===== config.mk =====
export PLATFORM = sky130hd
export DESIGN_NAME = cwas_host
export DESIGN_NICKNAME = d
export VERILOG_FILES = /design/src/cwas_ack_tracker.v /design/src/cwas_host.v
export VERILOG_INCLUDE_DIRS = /design/src
export SDC_FILE = /design/constraint.sdc
export NUM_CORES = 1
export LEC_CHECK = 0
export BUFFER_PORTS_ARGS = -buffer_cell sky130_fd_sc_hd__clkbuf_2
export CAP_MARGIN = 20
export CORE_ASPECT_RATIO = 0.8
export CORE_MARGIN = 2
export CORE_UTILIZATION = 55
export CTS_BUF_LIST = sky130_fd_sc_hd__clkbuf_4
export CTS_CLUSTER_SIZE = 30
export DETAILED_ROUTE_END_ITERATION = 7
export HOLD_SLACK_MARGIN = 0.05
export PLACE_DENSITY = 0.81
export SETUP_SLACK_MARGIN = 0.3
export SLEW_MARGIN = 25
export SYNTH_ARGS = -nofsm -noshare
export SYNTH_HDL_FRONTEND = slang
export SYNTH_SLANG_ARGS = --single-unit

===== constraint.sdc =====
create_clock -name sys_clk -period 4.9 [get_ports sys_clk]
set_input_delay 0.245 -clock sys_clk [delete_from_list [all_inputs] [get_ports sys_clk]]
set_output_delay 0.245 -clock sys_clk [all_outputs]
set_load 0.02 [all_outputs]

===== src/cwas_map.vh =====
`ifndef CWAS_MAP_VH
`define CWAS_MAP_VH
// snoop type codes
`define CWAS_SNP_READ_ONCE     4'h0
`define CWAS_SNP_READ_SHARED   4'h1
`define CWAS_SNP_READ_CLEAN    4'h2
`define CWAS_SNP_READ_NSD      4'h3
`define CWAS_SNP_READ_UNIQUE   4'h7
`define CWAS_SNP_CLEAN_SHARED  4'h8
`define CWAS_SNP_CLEAN_INVALID 4'h9
`define CWAS_SNP_MAKE_INVALID  4'hd
`define CWAS_SNP_DVM_COMPLETE  4'he
`define CWAS_SNP_DVM_MESSAGE   4'hf
// field widths and positions
`define CWAS_SNP_W             4
`define CWAS_PROT_W            3
`define CWAS_PROT_SECURE_BIT   1
// depth of the pin synchronisers, in cycles
`define CWAS_SYNC_DEPTH        2'h2
// request kinds accepted on the user side
`define CWAS_REQ_W             2
`define CWAS_REQ_SNOOP         2'h0
`define CWAS_REQ_TRANSLATED    2'h1
`endif


===== src/cwas_ack_tracker.v =====
`timescale 1ns/1ps
// ************************************************************
// write-ack tracker: counts completed B handshakes, emits acks
// ************************************************************
module cwas_ack_tracker #(
	parameter CNT_W = 4
) (
	// clock and reset
	input  wire             sys_clk,
	input  wire             nrst,
	input  wire             clk_en,
	// completed write response handshake, same clock
	input  wire             bresp_done,
	// acknowledge out
	output reg              wack_ff,
	output reg  [CNT_W-1:0] pend_ff
);
	reg [CNT_W-1:0] nxt_pend;
	reg             nxt_wack;

	// one ack per handshake, never withheld for other traffic; backlog drains one per cycle
	always @* begin
		nxt_wack = (pend_ff != {CNT_W{1'b0}});
		nxt_pend = pend_ff + {{(CNT_W-1){1'b0}}, bresp_done} - {{(CNT_W-1){1'b0}}, nxt_wack};
	end

	// ack goes high the cycle after pend increments at the earliest
	always @(posedge sys_clk or negedge nrst) begin
		if (!nrst) begin
			wack_ff <= 1'b0;
			pend_ff <= {CNT_W{1'b0}};
		end else if (clk_en) begin
			wack_ff <= nxt_wack;
			pend_ff <= nxt_pend;
		end
	end
endmodule // cwas_ack_tracker


===== src/cwas_host.v =====
`timescale 1ns/1ps
`include "cwas_map.vh"
module cwas_host #(
	parameter ADDR_W  = 32,
	parameter BUS_B   = 16,
	parameter ALIGN_W = 4,
	parameter CNT_W   = 4
) (
	// clock, reset, enable
	input  wire                   sys_clk,
	input  wire                   nrst,
	input  wire                   clk_en,
	// observed write response handshake
	input  wire                   bvalid,
	input  wire                   bready,
	// write acknowledge from master
	input  wire                   wack,
	// snoop address channel toward master
	output reg                    acvalid_ff,
	input  wire                   acready,
	output reg  [ADDR_W-1:0]      acaddr_ff,
	output reg  [`CWAS_SNP_W-1:0] acsnoop_ff,
	output reg  [`CWAS_PROT_W-1:0] acprot_ff,
	// user request side
	input  wire                   req_valid,
	input  wire [`CWAS_REQ_W-1:0] req_kind,
	input  wire [ADDR_W-1:0]      req_addr,
	input  wire [`CWAS_SNP_W-1:0] req_snoop,
	input  wire [`CWAS_PROT_W-1:0] req_prot,
	output reg                    req_ready_ff,
	output reg                    req_reject_ff,
	output reg                    snoop_done_ff,
	output reg  [CNT_W-1:0]       wack_pend_ff
);
	// ************************************************************
	// input synchronisers for the master's pins
	// ************************************************************
	// each pin gets its own two flops; the handshake is formed only after them
	reg [3:0] meta_ff;
	reg [3:0] sync_ff;
	wire      acready_s = sync_ff[0];
	wire      wack_s    = sync_ff[1];
	wire      bdone_s   = sync_ff[2] & sync_ff[3];

	always @(posedge sys_clk or negedge nrst) begin
		if (!nrst) begin
			meta_ff <= 4'h0;
			sync_ff <= 4'h0;
		end else if (clk_en) begin
			meta_ff <= {bready, bvalid, wack, acready};
			sync_ff <= meta_ff;
		end
	end

	// ************************************************************
	// expected acks versus returned acks
	// ************************************************************
	wire [CNT_W-1:0] exp_pend;

	cwas_ack_tracker #(.CNT_W(CNT_W)) u_trk (
		.sys_clk    (sys_clk),
		.nrst       (nrst),
		.clk_en     (clk_en),
		.bresp_done (bdone_s),
		.wack_ff    (),
		.pend_ff    (exp_pend)
	);

	// outstanding writes not yet acked; each one-cycle ack retires one
	reg  [CNT_W-1:0] out_ff;
	wire [CNT_W-1:0] nxt_out = out_ff + {{(CNT_W-1){1'b0}}, bdone_s}
		- {{(CNT_W-1){1'b0}}, wack_s};

	// ************************************************************
	// snoop request qualification
	// ************************************************************
	localparam [ADDR_W-1:0] ALIGN_MASK = {{(ADDR_W-ALIGN_W){1'b1}}, {ALIGN_W{1'b0}}};

	reg snp_ok;
	always @* begin
		case (req_snoop)
			`CWAS_SNP_READ_ONCE, `CWAS_SNP_READ_SHARED, `CWAS_SNP_READ_CLEAN,
			`CWAS_SNP_READ_NSD, `CWAS_SNP_READ_UNIQUE, `CWAS_SNP_CLEAN_SHARED,
			`CWAS_SNP_CLEAN_INVALID, `CWAS_SNP_MAKE_INVALID,
			`CWAS_SNP_DVM_COMPLETE, `CWAS_SNP_DVM_MESSAGE: snp_ok = 1'b1;
			default: snp_ok = 1'b0;
		endcase
	end

	// translated requests: bit0 of req_snoop picks make-invalid vs clean-invalid
	wire [`CWAS_SNP_W-1:0] mapped_snoop = (req_kind == `CWAS_REQ_TRANSLATED) ?
		(req_snoop[0] ? `CWAS_SNP_MAKE_INVALID : `CWAS_SNP_CLEAN_INVALID) : req_snoop;
	wire kind_ok = (req_kind == `CWAS_REQ_SNOOP) ? snp_ok : (req_kind == `CWAS_REQ_TRANSLATED);

	// ************************************************************
	// snoop channel state machine
	// ************************************************************
	localparam [2:0] ST_IDLE = 3'h1;
	localparam [2:0] ST_WAIT = 3'h2;
	localparam [2:0] ST_SEND = 3'h4;

	reg [2:0]              st_ff;
	reg [2:0]              nxt_st;
	reg [ADDR_W-1:0]       hold_addr_ff;
	reg [`CWAS_SNP_W-1:0]  hold_snp_ff;
	reg [`CWAS_PROT_W-1:0] hold_prot_ff;

	// conservative: any outstanding unacked write stalls the snoop, not only same address
	wire quiet = (out_ff == {CNT_W{1'b0}}) && !bdone_s;

	// ************************************************************
	// stale ready guard
	// ************************************************************
	// the synchronised ready lags the pin by the sync depth, so a ready
	// left over from the previous snoop could take a new one; ignore it
	// until the pipeline holds only samples taken while this snoop stood
	reg  [1:0] age_ff;
	wire       ac_take = acready_s && (age_ff == `CWAS_SYNC_DEPTH);

	always @(posedge sys_clk or negedge nrst) begin
		if (!nrst) begin
			age_ff <= 2'h0;
		end else if (clk_en) begin
			if (st_ff != ST_SEND) begin
				age_ff <= 2'h0;
			end else if (age_ff != `CWAS_SYNC_DEPTH) begin
				age_ff <= age_ff + 2'h1;
			end
		end
	end

	always @* begin
		case (st_ff)
			ST_IDLE: nxt_st = (req_valid && kind_ok) ? ST_WAIT : ST_IDLE;
			ST_WAIT: nxt_st = quiet ? ST_SEND : ST_WAIT;
			ST_SEND: nxt_st = ac_take ? ST_IDLE : ST_SEND;
			default: nxt_st = ST_IDLE;
		endcase
	end

	always @(posedge sys_clk or negedge nrst) begin
		if (!nrst) begin
			st_ff         <= ST_IDLE;
			out_ff        <= {CNT_W{1'b0}};
			hold_addr_ff  <= {ADDR_W{1'b0}};
			hold_snp_ff   <= {`CWAS_SNP_W{1'b0}};
			hold_prot_ff  <= {`CWAS_PROT_W{1'b0}};
			acvalid_ff    <= 1'b0;
			acaddr_ff     <= {ADDR_W{1'b0}};
			acsnoop_ff    <= {`CWAS_SNP_W{1'b0}};
			acprot_ff     <= {`CWAS_PROT_W{1'b0}};
			req_ready_ff  <= 1'b0;
			req_reject_ff <= 1'b0;
			snoop_done_ff <= 1'b0;
			wack_pend_ff  <= {CNT_W{1'b0}};
		end else if (clk_en) begin
			st_ff         <= nxt_st;
			out_ff        <= nxt_out;
			wack_pend_ff  <= exp_pend;
			req_ready_ff  <= (nxt_st == ST_IDLE);
			req_reject_ff <= (st_ff == ST_IDLE) && req_valid && !kind_ok;
			snoop_done_ff <= (st_ff == ST_SEND) && ac_take;
			if (st_ff == ST_IDLE && req_valid && kind_ok) begin
				// full-line aligned address; all three prot bits kept as given, bit one as address-space tag
				hold_addr_ff <= req_addr & ALIGN_MASK;
				hold_snp_ff  <= mapped_snoop;
				hold_prot_ff <= req_prot;
			end
			if (st_ff == ST_WAIT && quiet) begin
				acvalid_ff <= 1'b1;
				acaddr_ff  <= hold_addr_ff;
				acsnoop_ff <= hold_snp_ff;
				acprot_ff  <= hold_prot_ff;
			end else if (st_ff == ST_SEND && ac_take) begin
				acvalid_ff <= 1'b0;
			end
		end
	end
endmodule // cwas_host


**Word-level counts from Yosys, hierarchy flattened**

Memory sizes are Yosys's and may differ from the RTL's.
Cells that the tools add are included.

- Memory bits (read-only): 16
- Memories: 1
- Word-level logic and storage cells: 62
- Register bits after elaboration: 99
- Output and inout bits: 47

Memories:

| name | words | width | read ports | clocked after memory_dff | wr ports | line | text |
|---|---|---|---|---|---|---|---|
| (name not given) | 16 | 1 | 1 | 0 | 0 | cwas_host.v:81 | `case (req_snoop)` |

- Reduce and logical (&&, ||, !) cells: 19
- Add/sub/neg operators: 5
- Equal/unequal tests: 8
- Muxes and demuxes: 11
- Bitwise gates (word level): 1

Operator list:

| operator | number |
|---|---|
| $mux 3 | 3 |
| $pmux 3 s3 | 1 |
| $add 4x1->4 | 2 |
| $logic_and 1x1->1 | 8 |
| $reduce_and 2->1 | 4 |
| $sub 4x1->4 | 2 |
| $eq 3x1->1 const B | 2 |
| $mux 2 | 3 |
| $logic_not 4->1 | 1 |
| $mux 4 | 1 |
| $reduce_bool 2->1 | 2 |
| $reduce_bool 4->1 | 1 |
| $eq 3x2->1 const B | 1 |
| $eq 3x3->1 const B | 1 |
| $mux 1 | 3 |
| $ne 3x3->1 const B | 1 |
| $add 2x1->2 const B | 1 |
| $eq 2x1->1 const B | 1 |
| $eq 2x2->1 const B | 1 |
| $logic_not 1->1 | 2 |
| $logic_not 2->1 | 1 |
| $ne 2x2->1 const B | 1 |
| $and 1x1->1 | 1 |

**Depth between registers and ports, before layout**

- Depth after elaboration: 6
- Mapped depth: 11
- Gate-level depth less buffers: 11

**By module**

A second synthesis with hierarchy kept.

- Cells, all modules: 310
- Area total of the unflattened synthesis: 4330.4 sq um

Modules (own cells, without submodules):

| module | area each (sq um) | cells each | instances | sequential area each (sq um) |
|---|---|---|---|---|
| cwas_host | 3978.8 | 273 | 1 | 2378.5 |
| cwas_ack_tracker | 351.6 | 37 | 1 | 125.1 |

**Least setup slack after synthesis**

OpenSTA, ideal clock, no wires.

- Path type: reg2reg
- Start point: register u_trk.pend_ff[2]
- End point: register u_trk.pend_ff[2]
- Arrival time: 1.747 ns
- Setup time: 0.132 ns
- Data required time: 4.768 ns
- Stages on the path, launching flop included: 12
- Slack: 3.021 ns
- Cells stage by stage: dfrtp_1 > inv_1 > ha_1 > nand3_1 > ha_1 > inv_1 > ha_1 > inv_1 > fa_1 > xnor2_1 > nand2_1 > o21ai_0

- Longest elaborated chain between the ends: 2
- Elaborated cells between the ends (all ways): 3
- Classes of those cells: 2 x add/sub; 1 x reduce/logical

RTL lines:

| element | line | text |
|---|---|---|
| from (decl) | cwas_ack_tracker.v:16 | `output reg [CNT_W-1:0] pend_ff` |
| from (signal assigned) | cwas_ack_tracker.v:31 | `pend_ff <= {CNT_W{1'b0}};` |
| from (signal assigned) | cwas_ack_tracker.v:34 | `pend_ff <= nxt_pend;` |
| $add 4x1->4 / $reduce_bool 4->1 (equally long branches) | cwas_ack_tracker.v:24, cwas_ack_tracker.v:23 |  |
| $sub 4x1->4 (*) | cwas_ack_tracker.v:24 | `nxt_pend = pend_ff + {{(CNT_W-1){1'b0}}, bresp_done} - {{(CNT_W-1){1'b0}}, nxt_wack};` |

Every way passes the cells marked *; elsewhere a longest branch is shown, timed or not.
A chain may end at the register's enable or synchronous reset.

**Worst setup path after layout**

- Start point: input req_snoop[1]
- End point: register hold_addr_ff[11]

- Longest elaborated chain between the ends: 4

RTL lines:

| element | line | text |
|---|---|---|
| from (decl) | cwas_host.v:28 | `` input wire [`CWAS_SNP_W-1:0] req_snoop, `` |
| $mem_v2 16x1 | - |  |
| $mux 1 | cwas_host.v:93 | `` wire kind_ok = (req_kind == `CWAS_REQ_SNOOP) ? snp_ok : (req_kind == `CWAS_REQ_TRANSLATED); `` |
| $logic_and 1x1->1 | cwas_host.v:163 | `if (st_ff == ST_IDLE && req_valid && kind_ok) begin` |
| $reduce_and 2->1 (no line) | - |  |
| to (signal assigned) | cwas_host.v:145 | `hold_addr_ff <= {ADDR_W{1'b0}};` |
| to (signal assigned) | cwas_host.v:165 | `hold_addr_ff <= req_addr & ALIGN_MASK;` |
| to (decl) | cwas_host.v:104 | `reg [ADDR_W-1:0] hold_addr_ff;` |

Every way passes these cells.

==> flow_metrics.tcl <==
set metrics [dict create \
    synth_area_leader_cell "dfrtp_1" \
    p_clk_share_pct 15.8 \
    grt_overflow 0 \
    p_per_area_nw_per_um2 488.1 \
    rrSetupSlack_ns 2.75 \
    avgViaCountPerCell 5.009 \
    max_clock_freq_ghz 0.3811 \
    diodes 0 \
    firstDrtPassIters 4 \
    ant_nets 0 \
    synth_top_area_share_pct 57.36 \
    wl_met1_um 3439 \
    rows 28 \
    netSwitchingFraction_pct 34.52 \
    crit_family "buffers and inverters" \
    fin_setup_tns_ns 0 \
    drive_above_1_share_pct 44.68 \
    top_layer_used "met4" \
    critPathLaunchType "input port" \
    yosys_register_bits 99 \
    p_leak_nw 2.705 \
    final_max_slew_viol_count 0 \
    area_delta_synth_final_pct 22.97 \
    cts_sinks 99 \
    hold_path.class "input port to register" \
    globalplace.congestion 0.7810 \
    cp-end-kind "register" \
    initial_core_util_pct 57.29 \
    ys_types 41 \
    path_buf_inv 3 \
    clk_pin_slew_worst_paths_ns 0.17 \
    skew_ns 0.02358 \
    grt_pass1_wl_um 13120 \
    max_slew_margin_pct 45.49 \
    netlist_instances 301 \
    worstSetupPathType "input port to register" \
    path_cells "dlygate4sd3_1, clkbuf_2, maj3_2, mux2_4, o211ai_4, buf_4, mux2_2" \
    vdd_drop_max_mv 0.3160 \
    dp.cells 484 \
    synth-main-ff-cell "dfrtp_1" \
    drt_iter0_drc 67 \
    die_w_um 102.6 \
    clk_path_buf_depth 2 \
    synthArstFlopShare_pct 100.0 \
    synth_area_leaders "dfrtp_1, mux2_2, mux2_4" \
    finalNonFillerCells 537 \
    antenna_found_initial 0 \
    cts_root_buffer "clkbuf_4" \
    wl_per_cell_um 14.75 \
    setup-violations-final 0 \
    synth-seq-area-share_pct 57.97 \
    htree_levels 3 \
    nNetsFinal 489 \
    pin_count 96 \
    vias 2690 \
    dp_hpwl_um 5199 \
    p_switching_mw 0.8860 \
    slowest_delay_ns 0.66 \
    die-area_um2 8499 \
    arrival_ns 2.97 \
    ys.warnings.count 0 \
    p_comb_share_pct 34.4 \
    drcViolationCount 0 \
    seqPwrFrac_pct 49.9 \
    finalHoldViolCount 0 \
    cts_tree "yes" \
    period_needed_ns 2.624 \
    drv_cap 0 \
    rsz0062_at_grt "false" \
    drt-total-wl_um 7921 \
    worstPathRequired_ns 5.24 \
    die_h_um 82.86 \
    ctsHoldBuffers 37 \
    synth_area_um2 4275 \
    fillCellCount 573 \
    cts_resized 0 \
    postCtsSetupBuffers 0 \
    clock_latency_ns 0.46 \
    power_mw 2.566 \
    wl_met2_um 4007 \
    grt_pass1_vias 2813 \
    cts_made_buffers 9 \
    critPathMaxFanout 18 \
    synth_edf_count 0 \
    worst_pin_slew_ns 0.8138 \
    track_usage_pct 19.89 \
    core_um2 7462 \
    intPower_mw 1.680 \
    crit_slowest_cell "o211ai_4" \
    avgSynthCellArea_um2 14.20 \
    wl_met3_um 365 \
    status "completed" \
    grt_start_max_net_pins 57 \
    io_buffers 87 \
    timing.final.crit_share_pct 53.55 \
]
==> logic make-up after synthesis <==
family,after synthesis,synth area share (%)
AOI/OAI and AO/OA,26,4.068
and+or+nand+nor,36,4.536
DFF,99,57.97
muxes,86,23.44
xor gates and xnor gates,4,0.8193
other,1,0.08771
buffers and inverters,35,4.653
adders and majority gates,14,4.419
==> registers in the layout, summed over array words and instances (netlist names) <==
signal / flops
out_ff: 4
acvalid_ff: 1
req_reject_ff: 1
acaddr_ff: 28
acprot_ff: 3
acsnoop_ff: 4
sync_ff: 4
u_trk.pend_ff: 4
req_ready_ff: 1
st_ff: 3
meta_ff: 4
age_ff: 2
hold_addr_ff: 28
wack_pend_ff: 4
hold_prot_ff: 3
snoop_done_ff: 1
hold_snp_ff: 4
==> stage by stage <==
step	util (%)	hold WS (ns)	setup WS, ns	area (um2)
3_5_place_dp	63.67	0.2702	2.324	4751
5_1_grt	70.46	0.1056	2.213	5258
2_1_floorplan	-	-0.05059	3.021	4287
4_1_cts	70.36	0.09194	2.277	5250
3_3_place_gp	63.67	0.2537	2.379	4751
6_report	70.46	0.1205	2.276	5258
==> worst paths after layout <==
path                           startpoint          endpoint  depth (start not counted)
min in group asynchronous            nrst   hold_addr_ff[5]                          2
min reg2reg                hold_snp_ff[1]     acsnoop_ff[1]                          1
min                             req_valid          st_ff[0]                          3
max                          req_snoop[1]  hold_addr_ff[11]                          7
max reg2reg                      st_ff[0]   hold_addr_ff[4]                          5
max in group asynchronous            nrst   hold_prot_ff[2]                          3
==> layer usage <==
metal	vias up	global-route usage, %
li1	1285	-
met1	1335	25.04
met2	62	33.33
met3	8	5.303
met4	0	6.182
met5	-	0
==> power by group through the flow <==
stage	Combinational, mW	Clock, mW	Sequential (mW)
floorplan	0.523	0	1.38
global placement	0.829	0	1.27
detailed placement	0.865	0	1.30
CTS	0.892	0.420	1.28
global route	0.974	0.453	1.32
finish	0.882	0.404	1.28
==> cell type report <==
type                       count  area (um2)  share of cell area, %
tap                          105       131.4                  2.499
clock buffer                   9       67.56                  1.285
clock inverter                 7       61.31                  1.166
timing repair buffer         126       823.3                  15.66
sequential                    99        2479                  47.14
multi-input combinational    170        1617                  30.75
inverter                      21       78.83                  1.499
==> cells in the final DEF, fill, tap and decap left out, types with 4 or more instances in the layout <==
master | netlist | routed
ha_1 | 11 | 11
a21oi_1 | 6 | 6
mux2_4 | 10 | 10
o21ai_0 | 9 | 9
dlygate4sd3_1 | 0 | 37
clkbuf_2 | 0 | 86
dfrtp_1 | 98 | 98
xnor2_1 | 4 | 4
clkbuf_4 | 0 | 9
inv_1 | 21 | 21
nand2_1 | 13 | 13
conb_1 | 1 | 4
mux2_2 | 73 | 73
nor2_1 | 8 | 8
==> synth_stat cells (all sizes together), types with 3 or more instances <==
| cell type | number |
|---|---|
| dfrtp | 98 |
| nor2 | 8 |
| mux2i | 3 |
| nand2 | 13 |
| nand2b | 3 |
| inv | 21 |
| xnor2 | 4 |
| o21ai | 9 |
| mux2 | 83 |
| ha | 11 |
| clkbuf | 4 |
| a21o | 3 |
| buf | 10 |
| a21oi | 6 |
==> worst register-to-register path, cell delays in order, from the launching register on <==
cell and delay, ns:
dfstp_2 0.63, nand4bb_1 0.16, nor2_1 0.23, o211ai_4 0.33, buf_4 0.38, mux2_4 0.32
Note: power is estimated with default switching activity, not from simulation.
